### src/include/emb_defines.vh
// Shared constants for the external memory bus control block.
`ifndef EMB_DEFINES_VH
`define EMB_DEFINES_VH
`define EMB_SPACE_DATA     2'h0
`define EMB_SPACE_PROG     2'h1
`define EMB_SPACE_IO       2'h2
`define EMB_WS_W           3
`define EMB_WS_MIN_READY   3'h2
`define EMB_MC_DIV         4
`define EMB_MC_CNT_W       2
`define EMB_ADDR_W         23
`define EMB_DATA_W         16
`define EMB_SYNC_W         3
`endif

### src/emb_sync.v
// Three-stage pin synchroniser that accepts a change once stages two and three agree.
`timescale 1ns/1ps
`include "emb_defines.vh"
module emb_sync #(
  parameter RESET_VAL = 1'b0
) (
  // Clock and reset
  input  wire clock,
  input  wire rst_n,
  // Pin and result
  input  wire pin_in,
  output reg  level_out
);
  reg [`EMB_SYNC_W-1:0] stage_r;

  always @(posedge clock) begin
    if (!rst_n) begin
      stage_r   <= {`EMB_SYNC_W{RESET_VAL}};
      level_out <= RESET_VAL;
    end else begin
      stage_r <= {stage_r[`EMB_SYNC_W-2:0], pin_in};
      if (stage_r[1] == stage_r[2]) begin
        level_out <= stage_r[2];
      end
    end
  end
endmodule // emb_sync

### src/emb_mc_div.v
// Machine-cycle enable divider: one-cycle pulse every EMB_MC_DIV clocks.
`timescale 1ns/1ps
`include "emb_defines.vh"
module emb_mc_div (
  // Clock and reset
  input  wire clock,
  input  wire rst_n,
  // Machine-cycle enable
  output reg  mc_tick
);
  reg [`EMB_MC_CNT_W-1:0] cnt_r;

  always @(posedge clock) begin
    if (!rst_n) begin
      cnt_r   <= {`EMB_MC_CNT_W{1'b0}};
      mc_tick <= 1'b0;
    end else begin
      cnt_r   <= cnt_r + {{(`EMB_MC_CNT_W-1){1'b0}}, 1'b1};
      mc_tick <= (cnt_r == {`EMB_MC_CNT_W{1'b1}});
    end
  end
endmodule // emb_mc_div

### src/emb_bus_ctrl.v
// External memory bus control: space selects, strobes, direction, wait states, ready and hold.
// Operation
// - Each space select rests high and goes low only while its own external space is accessed.
// - A space select is low only while the address bus carries the valid address of the access.
// - The memory strobe goes low only for external data or program memory accesses.
// - The I/O strobe goes low only for external I/O accesses.
// - The direction line rests high for read and is low only during an external write.
// - While ready samples low, the access is stretched one machine cycle and ready is sampled again.
// - Ready is only examined when two or more software wait states are programmed.
// - Ready is not sampled before all programmed software wait states have finished.
// - A hold request from another master is accepted and then address, data and control float.
// - The release acknowledge is high exactly while the block is in hold with the lines floating.
// - In hold the space selects, strobes and direction line float.
// - While tristate_all_n is low the selects, strobes, direction and acknowledge all float.
// - With two or more wait states, wait_state_done goes low at the first and high at the last.
// - The data bus floats unless driving a write, and whenever reset or hold request is active.
`timescale 1ns/1ps
`include "emb_defines.vh"
module emb_bus_ctrl #(
  parameter ADDR_W = `EMB_ADDR_W,
  parameter DATA_W = `EMB_DATA_W,
  parameter WS_W   = `EMB_WS_W
) (
  // Clock and reset
  input  wire              clock,
  input  wire              rst_n,
  // Core access request
  input  wire              req_valid,
  output reg               req_ready,
  input  wire [1:0]        req_space,
  input  wire              req_write,
  input  wire [ADDR_W-1:0] req_addr,
  input  wire [DATA_W-1:0] req_wdata,
  input  wire [WS_W-1:0]   req_wait_states,
  output reg               rsp_valid,
  output reg  [DATA_W-1:0] rsp_rdata,
  // External pins, inputs
  input  wire              ready_pin,
  input  wire              bus_release_request_n,
  input  wire              tristate_all_n,
  input  wire              device_reset_n,
  input  wire [DATA_W-1:0] data_in,
  // Address and data outputs
  output reg  [ADDR_W-1:0] addr_out,
  output reg               addr_oe,
  output reg  [DATA_W-1:0] data_out,
  output reg               data_oe,
  // Control outputs
  output reg               data_space_select_n,
  output reg               program_space_select_n,
  output reg               io_space_select_n,
  output reg               memory_strobe_n,
  output reg               io_strobe_n,
  output reg               rw_n,
  output reg               ctrl_oe,
  output reg               wait_state_done,
  output reg               wait_state_done_oe,
  output reg               bus_release_ack,
  output reg               bus_release_ack_oe
);
  localparam ST_IDLE = 5'h01;
  localparam ST_ADDR = 5'h02;
  localparam ST_WAIT = 5'h04;
  localparam ST_RDY  = 5'h08;
  localparam ST_HOLD = 5'h10;

  wire mc_tick;
  wire ready_s;
  wire hold_req_n_s;
  wire off_n_s;
  wire rst_pin_n_s;

  emb_mc_div u_div (
    .clock   (clock),
    .rst_n   (rst_n),
    .mc_tick (mc_tick)
  );

  emb_sync #(.RESET_VAL(1'b0)) u_sync_rdy (
    .clock     (clock),
    .rst_n     (rst_n),
    .pin_in    (ready_pin),
    .level_out (ready_s)
  );

  emb_sync #(.RESET_VAL(1'b1)) u_sync_hold (
    .clock     (clock),
    .rst_n     (rst_n),
    .pin_in    (bus_release_request_n),
    .level_out (hold_req_n_s)
  );

  emb_sync #(.RESET_VAL(1'b1)) u_sync_off (
    .clock     (clock),
    .rst_n     (rst_n),
    .pin_in    (tristate_all_n),
    .level_out (off_n_s)
  );

  emb_sync #(.RESET_VAL(1'b0)) u_sync_rst (
    .clock     (clock),
    .rst_n     (rst_n),
    .pin_in    (device_reset_n),
    .level_out (rst_pin_n_s)
  );

  reg [4:0]        state_r;
  reg [1:0]        space_r;
  reg              write_r;
  reg [WS_W-1:0]   ws_left_r;
  reg              use_ready_r;

  // Select pattern for one space; all high when inactive.
  function [2:0] sel_dec;
    input [1:0] sp;
    input       act;
    begin
      sel_dec = 3'h7;
      if (act) begin
        case (sp)
          `EMB_SPACE_DATA: sel_dec = 3'h6;
          `EMB_SPACE_PROG: sel_dec = 3'h5;
          `EMB_SPACE_IO:   sel_dec = 3'h3;
          default:         sel_dec = 3'h7;
        endcase
      end
    end
  endfunction

  // Strobe pattern {io, memory} for one space, active low.
  // Data and program share the memory strobe; an undefined space asserts neither strobe.
  function [1:0] strb_dec;
    input [1:0] sp;
    input       act;
    begin
      strb_dec = 2'h3;
      if (act) begin
        case (sp)
          `EMB_SPACE_DATA: strb_dec = 2'h2;
          `EMB_SPACE_PROG: strb_dec = 2'h2;
          `EMB_SPACE_IO:   strb_dec = 2'h1;
          default:         strb_dec = 2'h3;
        endcase
      end
    end
  endfunction

  wire       in_access = (state_r == ST_ADDR) || (state_r == ST_WAIT) || (state_r == ST_RDY);
  wire [2:0] sel_n     = sel_dec(space_r, in_access);
  wire [1:0] strb_n    = strb_dec(space_r, in_access);
  // An access to an undefined space runs its cycles but never marks the bus, so no strobe,
  // direction or data drive can appear outside a space select.
  wire       ext_act   = ~&sel_n;
  wire       ws_first  = req_wait_states >= `EMB_WS_MIN_READY;

  always @(posedge clock) begin
    if (!rst_n) begin
      state_r     <= ST_IDLE;
      space_r     <= `EMB_SPACE_DATA;
      write_r     <= 1'b0;
      ws_left_r   <= {WS_W{1'b0}};
      use_ready_r <= 1'b0;
      addr_out    <= {ADDR_W{1'b0}};
      data_out    <= {DATA_W{1'b0}};
      req_ready   <= 1'b0;
      rsp_valid   <= 1'b0;
      rsp_rdata   <= {DATA_W{1'b0}};
      wait_state_done <= 1'b1;
    end else begin
      req_ready <= 1'b0;
      rsp_valid <= 1'b0;
      // A device reset aborts an access but keeps a granted hold, so the other master is
      // never overrun while it owns the bus; the hold ends through its own release path.
      if (!rst_pin_n_s && (state_r != ST_HOLD)) begin
        state_r         <= ST_IDLE;
        wait_state_done <= 1'b1;
      end else if (mc_tick) begin
        case (state_r)
          ST_IDLE: begin
            if (!hold_req_n_s) begin
              state_r <= ST_HOLD;
            end else if (req_valid) begin
              space_r     <= req_space;
              write_r     <= req_write;
              addr_out    <= req_addr;
              data_out    <= req_wdata;
              ws_left_r   <= req_wait_states;
              use_ready_r <= ws_first;
              req_ready   <= 1'b1;
              state_r     <= ST_ADDR;
            end
          end
          ST_ADDR: begin
            if (ws_left_r != {WS_W{1'b0}}) begin
              state_r <= ST_WAIT;
              if (use_ready_r) begin
                wait_state_done <= 1'b0;
              end
              if (ws_left_r == {{(WS_W-1){1'b0}}, 1'b1} && use_ready_r) begin
                wait_state_done <= 1'b1;
              end
            end else begin
              state_r <= ST_IDLE;
              rsp_valid <= 1'b1;
              rsp_rdata <= data_in;
            end
          end
          ST_WAIT: begin
            ws_left_r <= ws_left_r - {{(WS_W-1){1'b0}}, 1'b1};
            if (ws_left_r == {{(WS_W-2){1'b0}}, 2'h2} && use_ready_r) begin
              wait_state_done <= 1'b1;
            end
            if (ws_left_r == {{(WS_W-1){1'b0}}, 1'b1}) begin
              if (use_ready_r) begin
                state_r <= ST_RDY;
              end else begin
                state_r   <= ST_IDLE;
                rsp_valid <= 1'b1;
                rsp_rdata <= data_in;
              end
            end
          end
          ST_RDY: begin
            if (ready_s) begin
              state_r   <= ST_IDLE;
              rsp_valid <= 1'b1;
              rsp_rdata <= data_in;
            end
          end
          ST_HOLD: begin
            if (hold_req_n_s) begin
              state_r <= ST_IDLE;
            end
          end
          default: state_r <= ST_IDLE;
        endcase
      end
    end
  end

  reg data_sel_n_nxt;
  reg prog_sel_n_nxt;
  reg io_sel_n_nxt;
  reg mem_strobe_n_nxt;
  reg io_strobe_n_nxt;
  reg rw_n_nxt;
  reg ctrl_oe_nxt;
  reg addr_oe_nxt;
  reg data_oe_nxt;
  reg wsd_oe_nxt;
  reg ack_nxt;
  reg ack_oe_nxt;

  // Next pin levels. Selects, strobes and direction all come from one decode of the state,
  // so none of them can lead another when the registers below add their clock of lag.
  always @* begin
    data_sel_n_nxt   = sel_n[0];
    prog_sel_n_nxt   = sel_n[1];
    io_sel_n_nxt     = sel_n[2];
    mem_strobe_n_nxt = strb_n[0];
    io_strobe_n_nxt  = strb_n[1];
    rw_n_nxt         = ~(ext_act && write_r);
    ctrl_oe_nxt      = off_n_s && (state_r != ST_HOLD);
    addr_oe_nxt      = off_n_s && (state_r != ST_HOLD);
    data_oe_nxt      = off_n_s && ext_act && write_r && rst_pin_n_s && hold_req_n_s;
    wsd_oe_nxt       = off_n_s;
    ack_nxt          = (state_r == ST_HOLD);
    ack_oe_nxt       = off_n_s;
  end

  // Pin drive and enables are registered so every output comes from a flip-flop.
  always @(posedge clock) begin
    if (!rst_n) begin
      data_space_select_n    <= 1'b1;
      program_space_select_n <= 1'b1;
      io_space_select_n      <= 1'b1;
      memory_strobe_n        <= 1'b1;
      io_strobe_n            <= 1'b1;
      rw_n                   <= 1'b1;
      ctrl_oe                <= 1'b1;
      addr_oe                <= 1'b1;
      data_oe                <= 1'b0;
      wait_state_done_oe     <= 1'b1;
      bus_release_ack        <= 1'b0;
      bus_release_ack_oe     <= 1'b1;
    end else begin
      data_space_select_n    <= data_sel_n_nxt;
      program_space_select_n <= prog_sel_n_nxt;
      io_space_select_n      <= io_sel_n_nxt;
      memory_strobe_n        <= mem_strobe_n_nxt;
      io_strobe_n            <= io_strobe_n_nxt;
      rw_n                   <= rw_n_nxt;
      ctrl_oe                <= ctrl_oe_nxt;
      addr_oe                <= addr_oe_nxt;
      data_oe                <= data_oe_nxt;
      wait_state_done_oe     <= wsd_oe_nxt;
      bus_release_ack        <= ack_nxt;
      bus_release_ack_oe     <= ack_oe_nxt;
    end
  end
endmodule // emb_bus_ctrl

### config.mk
export PLATFORM = sky130hd
export DESIGN_NAME = emb_bus_ctrl
export DESIGN_NICKNAME = d
export VERILOG_FILES = /design/src/emb_sync.v /design/src/emb_mc_div.v /design/src/emb_bus_ctrl.v
export VERILOG_INCLUDE_DIRS = /design/src /design/src/include
export SDC_FILE = /design/constraint.sdc
export NUM_CORES = 1
export LEC_CHECK = 0
export BUFFER_PORTS_ARGS = -buffer_cell sky130_fd_sc_hd__buf_2
export CAP_MARGIN = 20
export CORE_UTILIZATION = 49
export CTS_CLUSTER_SIZE = 16
export DETAILED_ROUTE_END_ITERATION = 16
export PLACE_DENSITY = 0.79
export SLEW_MARGIN = 10
export SYNTH_ARGS = -nofsm -noshare
export SYNTH_HDL_FRONTEND = slang
export SYNTH_SLANG_ARGS = --single-unit
### constraint.sdc
create_clock -name clock -period 2.3 [get_ports clock]
set_clock_uncertainty 0.05 [all_clocks]
set_input_delay 0.46 -clock clock [delete_from_list [all_inputs] [get_ports clock]]
set_output_delay 0.46 -clock clock [all_outputs]
set_load 0.03 [all_outputs]
==> results of run 1 <==
cells by family (layout without fill, tap and decap cells):
family          count (synthesis)  count (layout)  share of synthesized area [%]
mux                            20              20                           5.34
simple gates                  193             193                           23.1
flops                          99              99                           52.8
xor+xnor                        2               2                          0.467
buf+inv                        35             166                           5.17
compound gates                 73              73                           11.4
fa+ha+maj                       5               5                           1.67
final timing paths:
kind                                                       start                                 to  slack [ns]  cells after the start
worst min register to register  u_sync_off.stage_r[0]$_SDFF_PN1_   u_sync_off.stage_r[1]$_SDFF_PN1_        0.36                      1
worst max-delay path                   ws_left_r[0]$_SDFFE_PN0P_          rsp_rdata[9]$_SDFFE_PN0P_        0.20                      9
worst max register to register         ws_left_r[0]$_SDFFE_PN0P_          rsp_rdata[9]$_SDFFE_PN0P_        0.20                      9
worst min-delay path                       bus_release_request_n  u_sync_hold.stage_r[0]$_SDFF_PN1_        0.23                      2
stage by stage:
stage	util, %	setup WS, ns
2_1_floorplan	-	0.351
3_3_place_gp	61.0	0.379
3_5_place_dp	61.0	0.217
4_1_cts	63.7	0.189
5_1_grt	63.7	0.0522
6_report	63.7	0.202
cells in the mapped netlist (all sizes together):
cell type and count:
nor3 2, nor2 26, nand3b 2, and3 1, o211ai 3, nand2 122, xnor2 1, a21oi 49
clkbuf 11, or2 1, o221a 1, buf 16, nor4 1, and2 13, o21ai 8, and4bb 1
and4b 2, a32oi 1, mux2i 20, nor4b 1, o31ai 2, o2111ai 1, dfxtp 99, a211oi 4
xor2 1, o311ai 1, nand4 1, nand3 5, a31oi 1, or3 2, o2bb2ai 1, nor2b 2
inv 8, nor3b 3, o21bai 1, ha 5, nand2b 8
critical path, cell delays in order, from the launching register on:
cell and delay (ns):
dfxtp_1 0.33, inv_1 0.11, ha_1 0.17, ha_1 0.17
and2_1 0.14, o2bb2ai_1 0.13, o311ai_2 0.18, nor3_4 0.19
buf_4 0.30, mux2i_1 0.24
per-layer routing:
layer	GRT usage, %	up-vias
li1	-	1652
met1	24.3	1495
met2	36.3	103
met3	5.82	17
met4	12.8	2
met5	0	-
area by class of cell:
class / count / area share (%)
flip-flops and latches: 99 / 42.4
clock inverters: 4 / 1.07
multi-input cells: 293 / 33.8
clock buffers: 12 / 3.11
inverters: 8 / 0.643
repair buffers: 142 / 16.3
well taps: 99 / 2.65
registers in the layout (all words and copies together) (netlist names), 2 cells and up:
name / cells
data_out: 16
u_sync_hold.stage_r: 3
u_div.cnt_r: 2
rsp_rdata: 16
u_sync_rst.stage_r: 3
ws_left_r: 3
u_sync_off.stage_r: 3
addr_out: 23
u_sync_rdy.stage_r: 3
state_r: 5
space_r: 2
power breakdown:
part / switching [uW] / internal, uW / total (uW)
logic: 55.5 / 58.5 / 114
clock network: 569 / 532 / 1100
registers: 4.96 / 1720 / 1730
total: 630 / 2320 / 2940
==> flow_metrics.env, run 1 <==
export IMPL_syn_avg_cell_area_um2=8.78
export IMPL_grt_pass1_vias=3075
export IMPL_worst_slew_pin_slew_ns=0.521
export IMPL_cts_tree="built"
export IMPL_cts_buffer_depth=2
export IMPL_track_usage_pct=21.5
export IMPL_netlist_area_um2=3750
export IMPL_synth_distinct_cells=46
export IMPL_layout_commonest_cell="buf_2"
export IMPL_cp_max_fo=16
export IMPL_grt_max_degree=46
export IMPL_diodes=0
export IMPL_synth_area_leaders="dfxtp_1, nand2_1, a21oi_1, mux2i_1, nor2_1"
export IMPL_multi_input_area_um2=1580
export IMPL_start_util_pct=51.2
export IMPL_wl_um=8380
export IMPL_start_kind="flip-flop"
export IMPL_postCtsSetupBuffers=0
export IMPL_place_hpwl_um=5860
export IMPL_critical_path_class="reg -> reg"
export IMPL_dieArea_um2=8010
export IMPL_syn_nets=500
export IMPL_drt_iter0_drc=133
export IMPL_synth_top_area_share_pct=52.8
export IMPL_core_area_um2=7330
export IMPL_synth_top_area_cell="dfxtp_1"
export IMPL_die_h_um=89.5
export IMPL_maxSlewHeadroom_pct=65.0
export IMPL_drive_gt1_share_pct=29.7
export IMPL_p_per_area_nw_per_um2=631
export IMPL_status="complete, no violations"
export IMPL_yosysSeqAreaShare_pct=52.8
export IMPL_critPathCaptureType="flip-flop"
export IMPL_postPlaceCellArea_um2=4470
export IMPL_min_period_ns=2.10
export IMPL_area_delta_synth_final_pct=24.5
export IMPL_layout_common_cells="buf_2, nand2_1, dfxtp_1"
export IMPL_grt_pass1_wl_um=13200
export IMPL_wl_met3_um=515
export IMPL_dr_pass1_iters=4
export IMPL_cts_sinks=99
export IMPL_tns_ns=0
export IMPL_htree_levels=3
export IMPL_rows=31
export IMPL_cts_hold_buf=0
export IMPL_detail_route_antenna_nets=0
export IMPL_cts_resized=0
export IMPL_whs_ns=0.228
export IMPL_arrival_ns=2.33
export IMPL_hold_path_class="in -> reg"
export IMPL_boundaryPins=138
export IMPL_finalInstanceArea_um2=4670
export IMPL_top_layer_used="met5"
export IMPL_cts_made_buffers=9
export IMPL_vdd_ir_drop_worst_v=0.000395
export IMPL_fin_total_pwr_uw=2940
export IMPL_drc=0
export IMPL_slew_violations=0
export IMPL_wl_met1_um=3490
export IMPL_port_buffers=137
export IMPL_yosys_warnings=0
export IMPL_finalHoldViolations=0
export IMPL_max_freq_ghz=0.477
export IMPL_clkTransAtPathRegs_ns=0.09
export IMPL_fp_dieW_um=89.5
export IMPL_overflow=0
export IMPL_leakage_uw=0.00197
export IMPL_fill_cells=636
export IMPL_via_count=3269
export IMPL_maxCapViolations=0
export IMPL_final_cells=657
export IMPL_rsz0062_at_grt="no"
export IMPL_dp_cells=641
export IMPL_fin_nets=626
export IMPL_required_ns=2.53
export IMPL_register_area_um2=1980
export IMPL_setup_viol=0
export IMPL_grt_antenna_before_repair=1
export IMPL_met2WireLength_um=4170
export IMPL_via_per_inst=4.98
export IMPL_synth_seq_cells=99
export IMPL_syn_inst=427
export IMPL_ctsRootBufferMaster="clkbuf_8"
export IMPL_worstSkewPairLatency_ns=0.35
export IMPL_fin_crit_sh_pct=91.2
export IMPL_routedWlPerCell_um=12.8
export IMPL_gp_congestion=0.944
No activity file was read; power rests on OpenSTA's default activity.
==> inputs of run 2 (changes only) <==
--- a/config.mk
+++ b/config.mk
@@ -15,4 +15,5 @@
 export SLEW_MARGIN = 10
 export SYNTH_ARGS = -nofsm -noshare
 export SYNTH_HDL_FRONTEND = slang
+export SYNTH_HIERARCHICAL = 1
 export SYNTH_SLANG_ARGS = --single-unit
==> run 2 against run 1 <==
Against the previous run:
- synthesized cell count is the same
- core utilization decreased by 0.43 points
- final area is 0.67% lower
- first-iteration DRC count decreased by 11%
- total power decreased by 4.6%
- routed wire length grew 0.56%
- die area decreased by 0.13%
- worst hold slack improved by 0.0044 ns
- final cell count increased by 0.15%
- sequential share of layout area rose by 0.29 points
- register-to-register slack improved by 0.06 ns
- critical path type unchanged
- highest routed layer is now met4
==> flow_metrics.env, run 2 <==
export IMPL_syn_avg_cell_area_um2=8.77
export IMPL_grt_pass1_wl_um=12900
export IMPL_grt_pass1_vias=2905
export IMPL_syn_nets=500
export IMPL_tns_ns=0
export IMPL_syn_inst=427
export IMPL_worstPathCellList="nor3_4, a32oi_4, a2111oi_4, buf_4, nand3_1, o21ai_0"
export IMPL_cp_max_fo=33
export IMPL_synth_top_area_share_pct=52.9
export IMPL_setup_viol=0
export IMPL_via_per_inst=5.03
export IMPL_cts_resized=0
export IMPL_detail_route_antenna_nets=0
export IMPL_gp_congestion=0.870
export IMPL_netlist_area_um2=3750
export IMPL_ctsRootBufferMaster="clkbuf_8"
export IMPL_fin_nets=629
export IMPL_hold_path_class="in -> reg"
export IMPL_grt_max_degree=45
export IMPL_critPathBufInv=1
export IMPL_synth_seq_cells=99
export IMPL_r2r_end="rsp_rdata[0]$_SDFFE_PN0P_"
export IMPL_cpLargestDelayFamily="compound AO/OA/AOI/OAI gates"
export IMPL_postPlaceCellArea_um2=4470
export IMPL_layout_common_cells="buf_2, nand2_1, dfxtp_1"
export IMPL_cp_slowest_cell="dfxtp_1"
export IMPL_leakage_uw=0.00196
export IMPL_synth_most_common_cell="nand2_1"
export IMPL_worst_hold_path_num_cells=2
export IMPL_holdPathEnd="u_sync_off/stage_r[0]$_SDFF_PN1_"
export IMPL_postCtsSetupBuffers=0
export IMPL_synth_edf_count=0
export IMPL_fp_dieW_um=89.4
export IMPL_ys_top_cells_by_count="nand2_1, dfxtp_1, a21oi_1, nand3_1, o21ai_1"
export IMPL_max_freq_ghz=0.491
export IMPL_dr_pass1_iters=4
export IMPL_cts_buffer_depth=2
export IMPL_routedWlPerCell_um=12.8
export IMPL_drive_gt1_share_pct=30.9
export IMPL_async_flop_share_pct=0
export IMPL_reg_top3="addr_out x23, data_out x16, rsp_rdata x16"
export IMPL_top_register="addr_out"
export IMPL_fin_crit_sh_pct=88.6
export IMPL_synth_area_leaders="dfxtp_1, nand2_1, a21oi_1, nand3_1, o21ai_1"
export IMPL_start_kind="flip-flop"
export IMPL_place_hpwl_um=6030
export IMPL_drc=0
export IMPL_clkTransAtPathRegs_ns=0.09
export IMPL_rows=31
export IMPL_required_ns=2.53
export IMPL_track_usage_pct=21.1
export IMPL_yosysSeqAreaShare_pct=52.9
export IMPL_rsz0062_at_grt="no"
export IMPL_critPathCaptureType="flip-flop"
export IMPL_worst_slew_pin_slew_ns=0.496
export IMPL_synthFlopType="dfxtp_1"
export IMPL_cts_sinks=99
export IMPL_min_period_ns=2.04
export IMPL_status="complete, no violations"
export IMPL_die_h_um=89.4
export IMPL_drt_iter0_drc=119
export IMPL_reg2reg_depth=6
export IMPL_critical_path_class="reg -> reg"
export IMPL_wl_um=8430
export IMPL_reg2reg_from="state_r[1]$_SDFFE_PP0P_"
export IMPL_diodes=0
export IMPL_final_cells=658
export IMPL_finalInstanceArea_um2=4640
export IMPL_start_util_pct=51.1
export IMPL_htree_levels=3
export IMPL_area_delta_synth_final_pct=23.8
export IMPL_boundaryPins=138
export IMPL_synth_top_area_cell="dfxtp_1"
export IMPL_cts_made_buffers=9
export IMPL_vdd_ir_drop_worst_v=0.000425
export IMPL_dieArea_um2=8000
export IMPL_grt_antenna_before_repair=0
export IMPL_synth_distinct_cells=48
export IMPL_hp_start="tristate_all_n"
export IMPL_layout_commonest_cell="buf_2"
export IMPL_rrSetupSlack_ns=0.26
export IMPL_overflow=0
export IMPL_maxCapViolations=0
export IMPL_cts_tree="built"
export IMPL_max_stage_delay_ns=0.46
export IMPL_arrival_ns=2.27
export IMPL_largest_reg_flops=23
export IMPL_finalHoldViolations=0
export IMPL_slew_violations=0
export IMPL_cts_hold_buf=0
export IMPL_dp_cells=644
export IMPL_worstSkewPairLatency_ns=0.35
export IMPL_port_buffers=137
export IMPL_via_count=3309
export IMPL_yosys_warnings=6
export IMPL_maxSlewHeadroom_pct=66.9
export IMPL_p_per_area_nw_per_um2=605
export IMPL_core_area_um2=7330
## run 2: worst max path at each step
stage          depth (start not counted)                    start                           end  slack, ns
4_1_cts                                6  state_r[1]$_SDFFE_PP0P_    rsp_rdata[10]$_SDFFE_PN0P_       0.26
5_1_grt                                5  state_r[1]$_SDFFE_PP0P_  wait_state_done$_SDFFE_PP1P_       0.08
6_report                               6  state_r[1]$_SDFFE_PP0P_     rsp_rdata[0]$_SDFFE_PN0P_       0.26
3_5_place_dp                           6  state_r[1]$_SDFFE_PP0P_     rsp_rdata[5]$_SDFFE_PN0P_       0.29
2_1_floorplan                          6  state_r[1]$_SDFFE_PP0P_    rsp_rdata[10]$_SDFFE_PN0P_       0.46
3_3_place_gp                           5  state_r[1]$_SDFFE_PP0P_     rsp_rdata[0]$_SDFFE_PN0P_       0.36
## run 2: metal layers
metal / track usage [%] / wire length, um / up-vias
met5: 0 / 0 / -
met4: 10.2 / 208 / 0
met3: 6.83 / 580 / 15
met2: 34.6 / 3920 / 113
met1: 25.1 / 3720 / 1504
li1: - / - / 1677
## run 2: cell families after synthesis
logic type,count (synthesis),share of synthesized area [%]
compound gates,89,14.2
xor+xnor,1,0.234
fa+ha+maj,5,1.67
buf+inv,32,5.04
flops,99,52.9
mux,4,1.10
simple gates,197,24.8
## run 2: power by group
part / internal [uW] / switching, uW
logic: 56.8 / 52.4
registers: 1720 / 5.95
clock network: 411 / 558
## run 2: through the flow
stage | total power, uW | setup WS (ns) | utilization, % | hold WS, ns
detailed placement | 1880 | 0.293 | 61.0 | 0.342
finish | 2810 | 0.263 | 63.3 | 0.232
global placement | 1880 | 0.363 | 61.0 | 0.338
global route | 2940 | 0.0754 | 63.3 | 0.232
floorplan | 1810 | 0.465 | - | 0.336
CTS | 2840 | 0.263 | 63.3 | 0.218
## run 2: final cells by class
type	instances	area, um2
timing repair buffer	144	763
multi-input combinational	296	1580
tap	99	124
fill	656	2690
clock inverter	4	28.8
inverter	6	22.5
clock buffer	10	138
sequential	99	1980
